$ cat config.mk
export PLATFORM = sky130hd
export DESIGN_NAME = osciw_host
export DESIGN_NICKNAME = d
export VERILOG_FILES = /design/src/verilog/osciw_pkg.sv /design/src/verilog/osciw_host.sv
export SDC_FILE = /design/constraint.sdc
export NUM_CORES = 1
export LEC_CHECK = 0
export BUFFER_PORTS_ARGS = -buffer_cell sky130_fd_sc_hd__buf_2
export CORE_ASPECT_RATIO = 0.8
export CORE_MARGIN = 10
export CORE_UTILIZATION = 35
export CTS_CLUSTER_SIZE = 28
export DETAILED_ROUTE_END_ITERATION = 12
export PLACE_DENSITY_LB_ADDON = 0.25
export REMOVE_ABC_BUFFERS = 1
export SLEW_MARGIN = 20
export SYNTH_ARGS = -nofsm -noshare
export SYNTH_HDL_FRONTEND = slang
export SYNTH_SLANG_ARGS = --single-unit
$ cat constraint.sdc
create_clock -name i_clk -period 2.7 [get_ports i_clk]
set_input_delay 0.27 -clock i_clk [delete_from_list [all_inputs] [get_ports i_clk]]
set_output_delay 0.27 -clock i_clk [all_outputs]
set_load 0.02 [all_outputs]
$ cat src/verilog/osciw_pkg.sv
package osciw_pkg;

	// ***********************************************
	// serial link timing
	// ***********************************************
	localparam int CLK_FREQ_MHZ  = 100;                                   // system clock rate
	localparam int SCLK_HALF_NS  = 50;                                    // least half period of serial clock
	localparam int SCLK_HALF_CYC = (SCLK_HALF_NS * CLK_FREQ_MHZ + 999) / 1000; // rounded up to cycles
	localparam int FRAME_BITS    = 32;                                    // bits shifted per register write
	localparam logic [4:0] DIV_LAST   = 5'(SCLK_HALF_CYC - 1);            // last divider count
	localparam logic [5:0] BIT_LAST   = 6'h1f;                            // index of the last frame bit
	localparam logic [2:0] FRAME_TAIL = 3'h0;                             // trailing chip field of a frame

	// ***********************************************
	// synthesizer register addresses
	// ***********************************************
	localparam logic [4:0] REG_INT_TRIG  = 5'h03;                         // last write, integer ratio
	localparam logic [4:0] REG_FRAC_TRIG = 5'h04;                         // last write, fractional ratio
	localparam logic [4:0] REG_INDIRECT  = 5'h05;                         // indirect_subsystem_access

	// ***********************************************
	// indirect word layout
	// ***********************************************
	localparam logic [2:0] SUBSYS_OSC  = 3'h0;                            // subsystem_select of the oscillator
	localparam logic [3:0] SUB_BAND    = 4'h0;                            // band / tune sub-register
	localparam logic [3:0] SUB_PWR     = 4'h1;                            // oscillator_power_bias
	localparam logic [3:0] SUB_DIV     = 4'h2;                            // output_divider_control
	localparam logic [15:0] WORD_ZERO  = 16'h0000;                        // re-arm write
	localparam logic [4:0] DIV_RSVD    = 5'h00;                           // reserved divider bits 8:4
	localparam logic       PWR_RSVD    = 1'b0;                            // reserved power bit 7

	// sequence steps
	typedef enum logic [2:0] {
		OSCIW_STEP_ZERO,
		OSCIW_STEP_DIV,
		OSCIW_STEP_PWR,
		OSCIW_STEP_BAND,
		OSCIW_STEP_TRIG,
		OSCIW_STEP_END
	} osciw_step_t;

	// one full programming order from the user
	typedef struct packed {
		logic        freq_change;          // first programming or frequency change
		logic        fractional;           // detector ratio is fractional
		logic        band_change;          // band sub-register write wanted
		logic [2:0]  output_divide_ratio;  // divide code
		logic        oscillator_powerdown; // oscillator power down
		logic [1:0]  rf_pwr;               // main output level
		logic [2:0]  bias;                 // oscillator bias level
		logic [1:0]  div_pwr;              // divided output level
		logic        div_en;               // divider enable
		logic [7:0]  band_number;          // manual band
		logic        tune_source_select;   // tune voltage source
		logic [23:0] trig_data;            // data of the final trigger write
	} osciw_cfg_t;

endpackage

$ cat src/verilog/osciw_host.sv
`timescale 1ns/10ps
module osciw_host
(
	input  wire logic                  i_clk,   // system clock
	input  wire logic                  i_rst,   // asynchronous reset, active high
	input  wire logic                  i_start, // user asks for one programming sequence
	input  wire osciw_pkg::osciw_cfg_t i_cfg,   // settings of that sequence
	output logic                       o_ready, // a start given now is taken
	output logic                       o_busy,  // a sequence is running
	output logic                       o_done,  // one-cycle pulse at the end of a sequence
	output logic                       o_sclk,  // serial clock to the synthesizer
	output logic                       o_sdata, // serial data to the synthesizer
	output logic                       o_sen_n  // serial enable, active low
);

	// ***********************************************
	// local types
	// ***********************************************

	// phases of one serial frame
	typedef enum logic [2:0] {
		FR_IDLE,
		FR_LEAD,
		FR_LOW,
		FR_HIGH,
		FR_TRAIL,
		FR_GAP
	} osciw_frame_t;

	// ***********************************************
	// declarations
	// ***********************************************

	osciw_frame_t           fr_state;      // current frame phase
	osciw_frame_t           next_fr_state; // frame phase after this cycle
	osciw_pkg::osciw_step_t step;          // write of the sequence now being sent
	osciw_pkg::osciw_step_t next_step;     // write that follows the current one
	osciw_pkg::osciw_step_t first_step;    // opening write of a new sequence
	osciw_pkg::osciw_cfg_t  cfg_q;         // settings held for the whole sequence
	logic                   busy;          // sequence running
	logic                   launch;        // pulse: send the frame of the current step
	logic                   done_q;        // end-of-sequence pulse
	logic                   accept;        // start taken this cycle
	logic [4:0]             div_cnt;       // half period divider
	logic                   tick;          // one-cycle enable at each half period
	logic                   fr_active;     // a frame is on the wire
	logic                   load_frame;    // frame engine takes a new frame
	logic                   frame_done;    // frame engine finishes a frame
	logic                   last_bit;      // the last bit of the frame is on the wire
	logic [5:0]             bit_cnt;       // index of the bit on the wire
	logic [5:0]             next_bit_cnt;  // bit index after this cycle
	logic [31:0]            shift_reg;     // frame being shifted out msb first
	logic [31:0]            next_shift;    // shift register after this cycle
	logic                   next_sclk;     // serial clock after this cycle
	logic                   next_sen_n;    // serial enable after this cycle
	logic [15:0]            word_div;      // indirect word for the divider sub-register
	logic [15:0]            word_pwr;      // indirect word for the power/bias sub-register
	logic [15:0]            word_band;     // indirect word for the band sub-register
	logic [15:0]            word_sel;      // indirect word of the current step
	logic [4:0]             frame_addr;    // synthesizer register of the current step
	logic [23:0]            frame_data;    // data field of the current step
	logic [31:0]            frame_word;    // whole frame of the current step

	// ***********************************************
	// indirect word assembly
	// ***********************************************

	// divider word: reserved zeros, power down, ratio code, address, oscillator select
	assign word_div = {osciw_pkg::DIV_RSVD,
		cfg_q.oscillator_powerdown,
		cfg_q.output_divide_ratio,
		osciw_pkg::SUB_DIV,
		osciw_pkg::SUBSYS_OSC};

	// power word: enable, reserved zero, divided level, bias, main level
	assign word_pwr = {cfg_q.div_en,
		osciw_pkg::PWR_RSVD,
		cfg_q.div_pwr,
		cfg_q.bias,
		cfg_q.rf_pwr,
		osciw_pkg::SUB_PWR,
		osciw_pkg::SUBSYS_OSC};

	// band word: band number above the tune source bit
	assign word_band = {cfg_q.band_number,
		cfg_q.tune_source_select,
		osciw_pkg::SUB_BAND,
		osciw_pkg::SUBSYS_OSC};

	// word of the current step; the re-arm step sends all zeros
	assign word_sel = (step == osciw_pkg::OSCIW_STEP_ZERO) ? osciw_pkg::WORD_ZERO :
		(step == osciw_pkg::OSCIW_STEP_DIV) ? word_div :
		(step == osciw_pkg::OSCIW_STEP_PWR) ? word_pwr : word_band;

	// the trigger write goes to the integer or fractional register
	assign frame_addr = (step != osciw_pkg::OSCIW_STEP_TRIG) ? osciw_pkg::REG_INDIRECT :
		(cfg_q.fractional ? osciw_pkg::REG_FRAC_TRIG : osciw_pkg::REG_INT_TRIG);

	// indirect words sit in the low 16 data bits; upper data bits stay zero
	assign frame_data = (step == osciw_pkg::OSCIW_STEP_TRIG) ? cfg_q.trig_data : {8'h00, word_sel};

	// frame: data, register address, trailing chip field
	assign frame_word = {frame_data, frame_addr, osciw_pkg::FRAME_TAIL};

	// ***********************************************
	// sequence order
	// ***********************************************

	// start with the re-arm write only when the frequency changes
	assign first_step = i_cfg.freq_change ? osciw_pkg::OSCIW_STEP_ZERO : osciw_pkg::OSCIW_STEP_DIV;

	// divider, then power, then band if wanted, then the trigger write
	assign next_step = (step == osciw_pkg::OSCIW_STEP_ZERO) ? osciw_pkg::OSCIW_STEP_DIV :
		(step == osciw_pkg::OSCIW_STEP_DIV) ? osciw_pkg::OSCIW_STEP_PWR :
		(step == osciw_pkg::OSCIW_STEP_PWR) ?
		(cfg_q.band_change ? osciw_pkg::OSCIW_STEP_BAND : osciw_pkg::OSCIW_STEP_TRIG) :
		(step == osciw_pkg::OSCIW_STEP_BAND) ? osciw_pkg::OSCIW_STEP_TRIG : osciw_pkg::OSCIW_STEP_END;

	// a new sequence is taken only while idle
	assign accept  = i_start && !busy;
	assign o_ready = !busy;
	assign o_busy  = busy;
	assign o_done  = done_q;

	// sequence control: launches each frame and ends the sequence
	always_ff @(posedge i_clk or posedge i_rst)
	begin
		if (i_rst)
		begin
			busy   <= 1'b0;
			launch <= 1'b0;
			done_q <= 1'b0;
			step   <= osciw_pkg::OSCIW_STEP_ZERO;
			cfg_q  <= '0;
		end
		else
		begin
			launch <= 1'b0;
			done_q <= 1'b0;
			// latch the settings so a changing input cannot tear a sequence
			if (accept)
			begin
				busy   <= 1'b1;
				cfg_q  <= i_cfg;
				step   <= first_step;
				launch <= 1'b1;
			end
			// a frame has ended: go on or finish
			else if (frame_done)
			begin
				step <= next_step;
				if (next_step == osciw_pkg::OSCIW_STEP_END)
				begin
					busy   <= 1'b0;
					done_q <= 1'b1;
				end
				else
				begin
					launch <= 1'b1;
				end
			end
		end
	end

	// ***********************************************
	// serial frame engine
	// ***********************************************

	// decode of the frame engine
	assign fr_active  = (fr_state != FR_IDLE);
	assign tick       = fr_active && (div_cnt == osciw_pkg::DIV_LAST);
	assign last_bit   = (bit_cnt == osciw_pkg::BIT_LAST);
	assign load_frame = launch && (fr_state == FR_IDLE);
	assign frame_done = (fr_state == FR_GAP) && tick;
	assign next_sclk  = (next_fr_state == FR_HIGH);
	assign next_sen_n = (next_fr_state == FR_IDLE) || (next_fr_state == FR_GAP);

	// half period divider, only counts inside a frame
	always_ff @(posedge i_clk or posedge i_rst)
	begin
		if (i_rst)
			div_cnt <= 5'h00;
		else if (!fr_active || tick)
			div_cnt <= 5'h00;
		else
			div_cnt <= div_cnt + 5'h01;
	end

	// next phase, bit index and shift register
	always_comb
	begin
		next_fr_state = fr_state;
		next_bit_cnt  = bit_cnt;
		next_shift    = shift_reg;
		unique case (fr_state)
			// idle: take the frame of the current step
			FR_IDLE:
			begin
				if (load_frame)
				begin
					next_fr_state = FR_LEAD;
					next_bit_cnt  = 6'h00;
					next_shift    = frame_word;
				end
			end
			// enable low before the first clock edge
			FR_LEAD:
			begin
				if (tick)
					next_fr_state = FR_LOW;
			end
			// data settles while the clock is low
			FR_LOW:
			begin
				if (tick)
					next_fr_state = FR_HIGH;
			end
			// clock high: the device samples; then next bit or end
			FR_HIGH:
			begin
				if (tick)
				begin
					if (last_bit)
					begin
						next_fr_state = FR_TRAIL;
					end
					else
					begin
						next_fr_state = FR_LOW;
						next_bit_cnt  = bit_cnt + 6'h01;
						next_shift    = {shift_reg[30:0], 1'b0};
					end
				end
			end
			// hold enable after the last edge
			FR_TRAIL:
			begin
				if (tick)
					next_fr_state = FR_GAP;
			end
			// enable high: the device takes the whole word here
			FR_GAP:
			begin
				if (tick)
					next_fr_state = FR_IDLE;
			end
			// unused codes fall back to idle
			default:
			begin
				next_fr_state = FR_IDLE;
			end
		endcase
	end

	// frame registers and the registered pins
	always_ff @(posedge i_clk or posedge i_rst)
	begin
		if (i_rst)
		begin
			fr_state  <= FR_IDLE;
			bit_cnt   <= 6'h00;
			shift_reg <= 32'h00000000;
			o_sclk    <= 1'b0;
			o_sdata   <= 1'b0;
			o_sen_n   <= 1'b1;
		end
		else
		begin
			fr_state  <= next_fr_state;
			bit_cnt   <= next_bit_cnt;
			shift_reg <= next_shift;
			o_sclk    <= next_sclk;
			o_sdata   <= next_shift[31];
			o_sen_n   <= next_sen_n;
		end
	end
endmodule // osciw_host

### Yosys cells after proc, flatten, opt, wreduce, memory -nomap -nowiden

Cells that the tools add are included.
Widths: inputs -> output; s select.

* flip-flop bits (word level): 101

* add/subtract/negate cells: 2
* equality and inequality tests: 18
* multiplexer cells: 40
* reduce and logical (&&, ||, !) cells: 17

Operator list (number)
* $mux 32: 3
* $pmux 32 s2: 1
* $mux 16: 3
* $mux 3: 15
* $mux 24: 1
* $mux 6: 3
* $pmux 3 s6: 1
* $eq 3x2->1 const B: 5
* $eq 3x3->1 const B: 5
* $pmux 6 s2: 1
* $mux 1: 11
* $logic_not 3->1: 3
* $add 6x1->6 const B: 1
* $eq 3x1->1 const B: 2
* $eq 6x5->1 const B: 1
* $ne 2x2->1 const B: 3
* $reduce_bool 2->1: 3
* $add 5x1->5 const B: 1
* $eq 5x3->1 const B: 1
* $mux 5: 1
* $logic_and 1x1->1: 4
* $reduce_and 4->1: 1
* $ne 3x3->1 const B: 1
* $reduce_bool 3->1: 1
* other kinds (3): 5

### Longest topological paths before layout

* word-level depth: 9
* mapped depth: 8
* gate-level depth less buffers: 6

### Least setup slack after synthesis

OpenSTA, ideal clock, no wires.

* path kind: register to register
* from: register div_cnt[0]
* to: register shift_reg[10]
* setup time: 125 ps
* arrival time: 1795 ps
* path slack: 780 ps
* stages on the path, launching flop included: 9
* cells stage by stage: dfrtp_1 -> inv_1 -> ha_1 -> and4bb_2 -> buf_2 -> mux2i_1 -> nor2_1 -> buf_2 -> mux2_2

* word-level cells in the longest chain between the ends: 4

RTL lines
* from (decl): RTL line osciw_host.sv:44 `logic [4:0] div_cnt;`
* from (signal assigned): RTL line osciw_host.sv:186 `div_cnt <= div_cnt + 5'h01;`
* $eq 5x3->1: RTL line osciw_host.sv:171 `assign tick = fr_active && (div_cnt == osciw_pkg::DIV_LAST);`
* $logic_and 1x1->1: RTL line osciw_host.sv:171
* $ne 2x2->1 (no line)
* $reduce_and 4->1 (no line)
* to (signal assigned): RTL line osciw_host.sv:271 `shift_reg <= next_shift;`
* to (decl): RTL line osciw_host.sv:52 `logic [31:0] shift_reg;`

Every way passes these cells.
A chain may end at the register's enable or synchronous reset.

### Worst setup path in the final report

* from: register fr_state[0]
* to: register shift_reg[30]

* word-level cells in the longest chain between the ends: 4
* elaborated cells between the ends (all ways): 11

RTL lines
* from (decl): RTL line osciw_host.sv:34 `osciw_frame_t fr_state;`
* from (signal assigned): RTL line osciw_host.sv:269 `fr_state <= next_fr_state;`
* $logic_not 3->1 / $reduce_bool 3->1 (equally long branches): RTL line osciw_host.sv:173, osciw_host.sv:195, osciw_host.sv:170
* $logic_and 1x1->1, on equally long branches: RTL line osciw_host.sv:173, osciw_host.sv:171
* $ne 2x2->1 (no line)
* $reduce_and 4->1 (no line)

Several ways; a longest one is shown, not always the timed one.

==> out/metrics.csv <==
stage,metric,value,unit
sta,rsz0062_at_grt,false,
sta,tightest_slew,607.1,ps
cells_and_area,final_core_util,41.75,%
clock_network,ctsHoldBuffers,1,
synthesis,synth_edf_count,0,
worst_hold_path,whs_path_depth,3,
synthesis,yosys_warnings,0,
cells_and_area,diodes,0,
cells_and_area,design_area,0.005335,mm²
drt,final_antenna_net_count,0,
run,cap_viol_max_count,0,
sta,hold_viol_final,0,
cells_and_area,drive_gt1_share,23.00,%
die,die_area,0.01796,mm²
critical_path,r2r_end,shift_reg[30],
sta,tns,0,ps
cells_and_area,layout_commonest_cell,nand2_1,
sta,maxSlewHeadroom,59.53,%
power,p_total,3.764,mW
sta,setup_ws,487.2,ps
cells_and_area,layout.nets,575,
drt,vias_per_cell,4.772,
die,start_util,35.55,%
synthesis,netlist_top_cells_area,"dfrtp_1, nand2_1, mux2_2, a22o_1, clkbuf_1",
global_routing,grt_pass1_vias,3492,
sta,drv_slew,0,
clock_network,cts_root_buf,clkbuf_16,
critical_path,ff2ff_setup_slack,490,ps
clock_network,cts_tree,yes,
sta,post-route-min-period,2213,ps
critical_path,r2r-start,fr_state[0],
synthesis,yosysSeqAreaShare,54.02,%
placed_design,io_buffers,56,
synthesis,ys_ff_latch,98,
sta,finalCritPeriodShare,81.96,%
clock_network,cts_setup_buffers,0,
drt,totalWireLength,10120,µm
placed_design,dp_hpwl,6949,µm
clock_network,cts-resized-gates,0,
clock_network,htree_num_levels,3,
global_routing,grt_pass1_wl,17410,µm
die,core,0.01278,mm²
synthesis,netlist_instances,473,
die,boundaryPins,57,
global_routing,grt_max_degree,55,
power,powerDensity,705.5,mW/mm²
synthesis,synthFlopType,dfrtp_1,
clock_network,clk_path_buf_depth,2,
cells_and_area,largest_reg_flops,47,
clock_network,cts_buffers,9,
placed_design,post-place-ws,481.5,ps
global_routing,antenna_found_initial,0,
global_routing,overflow,0,
sta,fmax,451.9,MHz
drt,wl_per_cell,14.44,µm
synthesis,synth_area,0.004542,mm²
critical_path,worst-setup-path-type,register to register,
drt,drc_errors,0,
cells_and_area,area_delta_synth_final,17.47,%
power,leakage,2.610,nW
critical_path,cp.arrival,2440,ps
global_routing,grt_use_total,11.87,%
sta,setup_viol,0,
die,dieWidth,147.4,µm
synthesis,yosys.area.top_type,dfrtp_1,
cells_and_area,layout_common_cells,"nand2_1, dfrtp_1, buf_2",
clock_network,clk_pin_slew,60,ps
critical_path,critPathMaxFanout,16,
placed_design,placed_area,0.005041,mm²
clock_network,insertion_delay,340,ps
critical_path,end_kind,register,
die,rows,37,
critical_path,cp.required,2930,ps
drt,dr.pass1.iters,4,
worst_hold_path,hp-class,primary input to register,
power,peakVddDrop,0.2998,mV
clock_network,cts_sinks,98,
synthesis,yosys.cell_types.count,49,
run_status,status,finished clean,
placed_design,routabilityCongestion,0.7975,
sta,fin_skew,5.617,ps
worst_hold_path,min_from,i_cfg[12],
worst_hold_path,whs_endpoint,cfg_q[12],
critical_path,cp-start-kind,register,
synthesis,synthArstFlopShare,100.0,%
drt,drt-initial-drc-count,271,
synthesis,avgSynthCellArea,9.602,µm²
critical_path,reg2reg_depth,5,
die,die_y,121.9,µm
drt,vias,3345,
synthesis,synth_top_area_share,53.44,%
## cell usage after synthesis (all sizes together) (6+ instances only)
cell and instances:
nand2 155, dfrtp 97, mux2 25, clkbuf 21
a22o 20, nor2 17, o21ai 15, buf 12
a21oi 7, a31oi 7, inv 7, nand3 7
o22ai 6, o31ai 6
## cells by family (layout without fill, tap and decap cells)
logic type | after synthesis | in the layout | share of synthesized area (%)
AOI/OAI and AO/OA | 83 | 83 | 12.92
xor gates and xnor gates | 4 | 4 | 0.7715
adders and majority gates | 4 | 4 | 1.047
buffers and inverters | 40 | 93 | 3.554
DFF | 98 | 98 | 54.02
muxes | 27 | 27 | 6.639
and+or+nand+nor | 217 | 217 | 21.05
## layer usage
metal,part of all wire (%),wire length (µm),track usage [%],up-vias
met5,0,0,0,-
li1,-,-,-,1702
met3,4.0,408,4.113,4
met2,44,4494,17.55,52
met1,51,5120,15.89,1587
met4,0.95,96,4.203,0
## layout make-up
class                           count  area (µm²)
Timing Repair Buffer               70       412.9
Sequential cell                    98        2454
Fill cell                        1305        7442
Multi-Input combinational cell    335        1937
Clock buffer                       14       274.0
Clock inverter                      2       10.01
Tap cell                          175       219.0
Inverter                            7       28.78
## stage by stage
stage	cells	hold slack [ps]
floorplan	440	375.4
global placement	684	251.7
detailed placement	684	254.0
CTS	701	96.89
global route	701	107.5
finish	701	111.8
## power by group
part / switching, mW / internal [mW] / leakage [nW] / total (mW)
Combinational: 0.353 / 0.307 / 1.22 / 0.659
Clock: 0.526 / 0.698 / 0.143 / 1.22
Sequential: 0.186 / 1.70 / 1.25 / 1.88
## worst max-delay path, cell delays in order, from the launching register on
cell     delay (ps)
dfrtp_1         520
nor4b_4         460
mux2i_1         170
nor2_2          400
buf_12          220
mux2_2          340
## worst max path at each step
stage          slack (ps)        start             to  cells past startpoint
2_1_floorplan        -160  fr_state[1]        o_sdata                      4
3_3_place_gp          530  fr_state[0]  shift_reg[30]                      5
3_5_place_dp          480  fr_state[0]   shift_reg[9]                      5
4_1_cts               480  fr_state[0]   shift_reg[9]                      5
5_1_grt               310  fr_state[0]  shift_reg[25]                      5
6_report              490  fr_state[0]  shift_reg[30]                      5
Power figures use the tool's default switching activity.
